`config.mk`:
```
export PLATFORM = sky130hd
export DESIGN_NAME = ctsi_core_thermal
export DESIGN_NICKNAME = d
export VERILOG_FILES = /design/src/core/ctsi_pkg.sv /design/src/core/ctsi_core_thermal.sv
export SDC_FILE = /design/constraint.sdc
export NUM_CORES = 1
export LEC_CHECK = 0
export ABC_AREA = 1
export BUFFER_PORTS_ARGS = -buffer_cell sky130_fd_sc_hd__buf_2
export CAP_MARGIN = 20
export CORE_ASPECT_RATIO = 1.5
export CORE_MARGIN = 2
export CORE_UTILIZATION = 40
export DETAILED_ROUTE_END_ITERATION = 10
export MAX_ROUTING_LAYER = met4
export PLACE_DENSITY_LB_ADDON = 0.1
export SLEW_MARGIN = 20
export SYNTH_ARGS = -nofsm -noshare
export SYNTH_HDL_FRONTEND = slang
export SYNTH_SLANG_ARGS = --single-unit
```
`constraint.sdc`:
```
create_clock -name ref_clk -period 3.5 [get_ports ref_clk]
set_input_delay 0.35 -clock ref_clk [delete_from_list [all_inputs] [get_ports ref_clk]]
set_output_delay 0.35 -clock ref_clk [all_outputs]
set_load 0.02 [all_outputs]
```
`src/core/ctsi_pkg.sv`:
```
package ctsi_pkg;
  // model-specific register select codes
  localparam logic [1:0] REG_STATUS = 2'h0;
  localparam logic [1:0] REG_INTCTL = 2'h1;

  // status register fields
  localparam int ST_HOT        = 0;
  localparam int ST_HOT_LOG    = 1;
  localparam int ST_EXT        = 2;
  localparam int ST_EXT_LOG    = 3;
  localparam int ST_CRIT       = 4;
  localparam int ST_CRIT_LOG   = 5;
  localparam int ST_TH1        = 6;
  localparam int ST_TH1_LOG    = 7;
  localparam int ST_TH2        = 8;
  localparam int ST_TH2_LOG    = 9;
  localparam int ST_PWR        = 10;
  localparam int ST_PWR_LOG    = 11;
  localparam int ST_RDOUT_LSB  = 16;
  localparam int ST_RES_LSB    = 27;
  localparam int ST_VALID      = 31;

  // interrupt control fields
  localparam int IC_HI_EN      = 0;
  localparam int IC_LO_EN      = 1;
  localparam int IC_EXTHOT_EN  = 2;
  localparam int IC_FPR_EN     = 3;
  localparam int IC_CRIT_EN    = 4;
  localparam int IC_TH1_LSB    = 8;
  localparam int IC_TH1_EN     = 15;
  localparam int IC_TH2_LSB    = 16;
  localparam int IC_TH2_EN     = 23;
  localparam int IC_PWR_EN     = 24;

  localparam int TEMP_W        = 7;
  localparam int RES_W         = 4;

  // writable bits of interrupt control: 24,23:8,4:0
  localparam logic [31:0] IC_WMASK = 32'h01ffff1f;
  localparam logic [31:0] IC_RESET = 32'h00000000;
endpackage : ctsi_pkg

```
`src/core/ctsi_core_thermal.sv`:
```
// Function
// - bit 0 mirrors live high-temperature signal
// - bit 1 sticky hot log, zero-write clears
// - bits 2/3 external hot/power-reduction status, log
// - bits 4/5 critical status and sticky log
// - bits 6/7 threshold one status and log
// - bits 8/9 threshold two status and log
// - bit 10 live power-limit status if supported
// - bit 11 sticky power-limit log
// - bits 22:16 readout, distance below activation
// - bits 30:27 sensor resolution read-only
// - bit 31 set only for valid readout
// - readout saturates at activation point
// - enable bit 0 event on going hot
// - enable bit 1 event on cooling down
// - enable bit 2 event on external hot
// - enable bit 3 event on power reduction
// - enable bit 4 event on critical temperature
// - threshold one compare, bit 15 crossing event
// - threshold two compare, bit 23 crossing event
// - enable bit 24 event on power limit
// - all events share one vector entry
// - reset clears enables, vector entry masked
module ctsi_core_thermal #(
  parameter bit PWR_NOTIFY_SUP = 1'b1,
  parameter logic [ctsi_pkg::RES_W-1:0] SENSOR_RES = 4'h1
) (
  input  wire logic                        ref_clk,
  input  wire logic                        srst,
  input  wire logic                        sens_hot,
  input  wire logic                        ext_hot,
  input  wire logic                        forced_power_reduction_input,
  input  wire logic                        bidir_hot_en,
  input  wire logic                        crit_temp,
  input  wire logic                        pwr_limited,
  input  wire logic [ctsi_pkg::TEMP_W-1:0] sens_temp,
  input  wire logic                        sens_valid,
  input  wire logic                        reg_wr,
  input  wire logic                        reg_rd,
  input  wire logic [1:0]                  reg_sel,
  input  wire logic [31:0]                 reg_wdata,
  output logic      [31:0]                 reg_rdata,
  output logic                             thermal_event
);
  import ctsi_pkg::*;

  ////////////////////////////////////////////////////////////////////////////
  logic [31:0]       ctl_q, ctl_d;
  logic [11:0]       st_q, st_d;
  logic [TEMP_W-1:0] rd_q, rd_d;
  logic              vld_q, vld_d;
  logic [31:0]       rdata_q, rdata_d;
  logic              ev_q, ev_d;
  logic [11:0]       live;
  logic [TEMP_W-1:0] th1, th2;

  // sticky log: set wins over a zero-write clear; writing one keeps it
  function automatic logic sticky(input logic cur, input logic set,
                                  input logic wr, input logic wbit);
    sticky = set | (cur & ~(wr & ~wbit));
  endfunction : sticky

  // lower readout means hotter, so "at or above" is readout <= threshold
  function automatic logic at_or_above(input logic [TEMP_W-1:0] rd,
                                       input logic [TEMP_W-1:0] th);
    at_or_above = (rd <= th);
  endfunction : at_or_above

  assign th1 = ctl_q[IC_TH1_LSB +: TEMP_W];
  assign th2 = ctl_q[IC_TH2_LSB +: TEMP_W];
  assign reg_rdata     = rdata_q;
  assign thermal_event = ev_q;

  ////////////////////////////////////////////////////////////////////////////
  always_comb begin
    logic wr_st;
    wr_st = reg_wr && (reg_sel == REG_STATUS);
    // readout is unsigned, so it can never go above the activation point
    rd_d  = sens_temp;
    vld_d = sens_valid;
    live  = '0;
    live[ST_HOT]  = sens_hot;
    live[ST_EXT]  = (ext_hot & bidir_hot_en) | forced_power_reduction_input;
    live[ST_CRIT] = crit_temp;
    live[ST_TH1]  = vld_q & at_or_above(rd_q, th1);
    live[ST_TH2]  = vld_q & at_or_above(rd_q, th2);
    live[ST_PWR]  = PWR_NOTIFY_SUP & pwr_limited;
    st_d = st_q;
    for (int i = 0; i < 12; i += 2) begin
      st_d[i]   = live[i];
      st_d[i+1] = sticky(st_q[i+1], live[i], wr_st, reg_wdata[i+1]);
    end
    ctl_d = ctl_q;
    if (reg_wr && (reg_sel == REG_INTCTL)) begin
      ctl_d = reg_wdata & IC_WMASK;
    end
  end

  always_comb begin
    logic [11:0] rise, fall;
    rise = st_d & ~st_q;
    fall = ~st_d & st_q;
    // one shared request line; software polls status to find the source
    ev_d = (ctl_q[IC_HI_EN] & rise[ST_HOT])
         | (ctl_q[IC_LO_EN] & fall[ST_HOT])
         | (ctl_q[IC_EXTHOT_EN] & bidir_hot_en & ext_hot & rise[ST_EXT])
         | (ctl_q[IC_FPR_EN] & forced_power_reduction_input & rise[ST_EXT])
         | (ctl_q[IC_CRIT_EN] & rise[ST_CRIT])
         | (ctl_q[IC_TH1_EN] & (rise[ST_TH1] | fall[ST_TH1]))
         | (ctl_q[IC_TH2_EN] & (rise[ST_TH2] | fall[ST_TH2]))
         | (ctl_q[IC_PWR_EN] & PWR_NOTIFY_SUP & rise[ST_PWR]);
  end

  always_comb begin
    rdata_d = '0;
    if (reg_rd && (reg_sel == REG_STATUS)) begin
      rdata_d[11:0]                     = st_q;
      rdata_d[ST_RDOUT_LSB +: TEMP_W]   = rd_q;
      rdata_d[ST_RES_LSB +: RES_W]      = SENSOR_RES;
      rdata_d[ST_VALID]                 = vld_q;
    end else if (reg_rd && (reg_sel == REG_INTCTL)) begin
      rdata_d = ctl_q;
    end
  end

  ////////////////////////////////////////////////////////////////////////////
  always_ff @(posedge ref_clk) begin
    if (srst) begin
      ctl_q   <= IC_RESET;
      st_q    <= '0;
      rd_q    <= '0;
      vld_q   <= 1'b0;
      rdata_q <= '0;
      ev_q    <= 1'b0;
    end else begin
      ctl_q   <= ctl_d;
      st_q    <= st_d;
      rd_q    <= rd_d;
      vld_q   <= vld_d;
      rdata_q <= rdata_d;
      ev_q    <= ev_d;
    end
  end
endmodule : ctsi_core_thermal

```
==> flow_metrics.tcl <==
set metrics [dict create \
    htreeDepth 3 \
    ys_seq_area_share_pct 53.1 \
    total_leakage_power_nw 1.55 \
    critPathMaxStageDelay_ns 0.31 \
    cp_common_cell "nand2_1" \
    clk_pin_slew_ns 0.07 \
    path_class "reg -> reg" \
    yosysWarnings 0 \
    wl_met2_mm 2.90 \
    clock_path_buffers 2 \
    synth_edf_count 0 \
    netlist.area_leader.share_pct 53.1 \
    sw_frac_of_total_pct 23.7 \
    post_cts_buffers 0 \
    grt_antenna_before_repair 0 \
    grt_pass1_wl_mm 9.45 \
    setup_viol 0 \
    r2r_slack_ns 1.89 \
    cp-start-kind "register" \
    via_per_inst 4.62 \
    start_util_pct 40.9 \
    nFillCells 652 \
    critical_path.top_delay_family "simple AND/OR/NAND/NOR gates" \
    placed_area_um2 3020 \
    crit_fanout 3 \
    postCtsHoldBufs 0 \
    status "finished clean" \
    yosys.area_share.xor_xnor_pct 0 \
    clock_skew_ns 0.00538 \
    netlist_area_um2 2640 \
    overflow 0 \
    rows 36 \
    final_cells 470 \
    dr.pass1.iters 4 \
    yosys.area_share.simple_pct 13.9 \
    syn_inst 317 \
    pwr_density_cell_nw_per_um2 524 \
    grt_max_degree 31 \
    crit_required_ns 3.74 \
    hold_path.startpoint "sens_temp[0]" \
    min_path_type "in -> reg" \
    path_buf_inv 2 \
    synth_compound_area_share_pct 15.3 \
    diodes 0 \
    wl_per_cell_um 12.3 \
    arrival_ns 1.84 \
    final_nets 455 \
    power.switching_mw 0.403 \
    tns_ns 0 \
    cts_buffers 9 \
    synth_fa_ha_area_share_pct 6.64 \
    maxCapViolCount 0 \
    cts-root-buf "clkbuf_8" \
    internal_power_mw 1.30 \
    cpMaxStageDelayCell "dfxtp_1" \
    period_minus_slack_ns 1.61 \
    wirelength_mm 5.78 \
    core_area_um2 6440 \
    synth_common_cells "dfxtp_1 (70), inv_1 (46), nand2_1 (38), a21oi_1 (34), o21ai_1 (28)" \
    final_antenna_net_count 0 \
    met1_length_mm 2.46 \
    timing.final.crit_share_pct 45.9 \
    place_inst 454 \
    final_layout_size_suffix_gt1_share_pct 25.6 \
    die_area_um2 7270 \
    cts_resized 0 \
    grtUsageTotal_pct 17.8 \
    wl_met3_um 303 \
    gp_congestion 0.760 \
    min_to "rd_q[0]" \
    vias 2171 \
    yosysMostFrequentCell "dfxtp_1" \
    p_total_mw 1.70 \
    min_path_cells 3 \
    r2r-end "thermal_event" \
    drt_iter0_drc 63 \
    die_h_um 103 \
    final-hold-violation-count 0 \
    final_cell_area_um2 3240 \
    synthFlopType "dfxtp_1" \
    ir_drop_mv 0.228 \
    synthTopCellsByArea "dfxtp_1 (53%), ha_1 (6.6%), inv_1 (6.5%), a21oi_1 (6.5%), nand2_1 (5.4%)" \
    cts_sinks 70 \
    highest_layer "met4" \
    crit_chain "inv_1 -> ha_1 -> nand2_1 -> nor2_2 -> nand2_1 -> nand2_1 -> nand2_1 -> nand2_1 -> nand2_1 -> nand3_1 -> nand3_1 -> nand2_1 -> inv_1" \
    p_comb_share_pct 9.7 \
    cts_tree "yes" \
    drcViolationCount 0 \
    die_w_um 70.3 \
    ys_ff_latch 70 \
    grt_pass1_vias 2042 \
    boundaryPins 85 \
    final_max_slew_viol_count 0 \
    clk_latency_ns 0.34 \
    end_kind "register" \
    r2r.worst_path.cells 13 \
    ys_types 24 \
    synthArstFlopShare_pct 0 \
    clkPwrFrac_pct 40.7 \
    fmax_mhz 623 \
    dp_hpwl_mm 4.07 \
    p_seq_share_pct 49.5 \
    syn_area_per_cell_um2 8.32 \
    synth_mux_area_share_pct 0 \
    synth_top_family_by_area "compound AO/OA/AOI/OAI gates" \
    portBuffers 71 \
    startpoint "ctl_q[14]" \
    rsz0062_at_grt "no" \
    yosysTopAreaCell "dfxtp_1" \
    r2r-start "ctl_q[14]" \
    syn_to_final_growth_pct 23.0 \
]
==> sequential cells by signal (all words and copies together), names as in the netlist <==
register / count
ctl_q: 22
vld_q: 1
st_q: 12
thermal_event: 1
rd_q: 7
reg_rdata: 27
==> worst max path at each step <==
stage	slack (ns)	depth (start not counted)	end
after detailed placement	1.51	6	reg_rdata[20]
after global routing	1.65	13	thermal_event
after CTS	1.87	13	thermal_event
after floorplan	2.10	12	thermal_event
final	1.89	13	thermal_event
after global placement	1.53	6	reg_rdata[1]
==> kinds of logic after synthesis <==
logic type      count (synthesis)
flops                          70
simple gates                   85
compound gates                 79
other cells                     1
buf+inv                        68
fa+ha+maj                      14
==> cell type report <==
type / count / area, um^2 / area share, %
Tap cell: 76 / 95.1 / 2.93
Inverter: 52 / 195 / 6.02
Multi-Input combinational cell: 183 / 962 / 29.7
Sequential cell: 70 / 1400 / 43.2
Clock buffer: 13 / 179 / 5.52
Clock inverter: 3 / 40.0 / 1.23
Timing Repair Buffer: 73 / 370 / 11.4
==> power by group through the flow <==
stage               Sequential, mW  Combinational, mW  Clock (mW)
global placement             0.860              0.166           0
CTS                          0.842              0.169       0.716
floorplan                    0.864              0.110           0
finish                       0.842              0.166       0.692
global route                 0.846              0.193       0.747
detailed placement           0.861              0.168           0
==> worst reg2reg max path, delay by kind of cell, from the launching register on <==
kind                     cells  cell delay [ns]
adder cells (fa/ha/maj)      1             0.30
AND/OR/NAND/NOR             10             0.78
buffers and inverters        2             0.11
flip-flops                   1             0.31
==> routing by layer <==
| metal | global-route usage [%] | up-vias |
|---|---|---|
| li1 | - | 1145 |
| met4 | 8.43 | 0 |
| met3 | 5.91 | 9 |
| met2 | 30.4 | 51 |
| met1 | 18.6 | 966 |
| met5 | - | - |
==> stage by stage <==
stage               hold WS (ns)  util (%)  worst slack [ns]
finish                     0.209      50.3              1.89
global route               0.192      50.3              1.65
CTS                        0.193      50.3              1.87
detailed placement         0.417      47.0              1.51
global placement           0.416      47.0              1.53
floorplan                  0.405         -              2.10
==> placed cells by master, fill, tap and decap left out, drive strengths merged <==
| master | instances |
|---|---|
| a21o | 1 |
| a21oi | 34 |
| buf | 73 |
| bufinv | 1 |
| clkbuf | 13 |
| clkinv | 3 |
| conb | 5 |
| dfxtp | 70 |
| ha | 14 |
| inv | 51 |
| nand2 | 40 |
| nand3 | 12 |
| nand4 | 1 |
| nor2 | 29 |
| nor3 | 2 |
| nor4 | 1 |
| o21ai | 40 |
| o22ai | 4 |
Power figures use the tool's default switching activity.
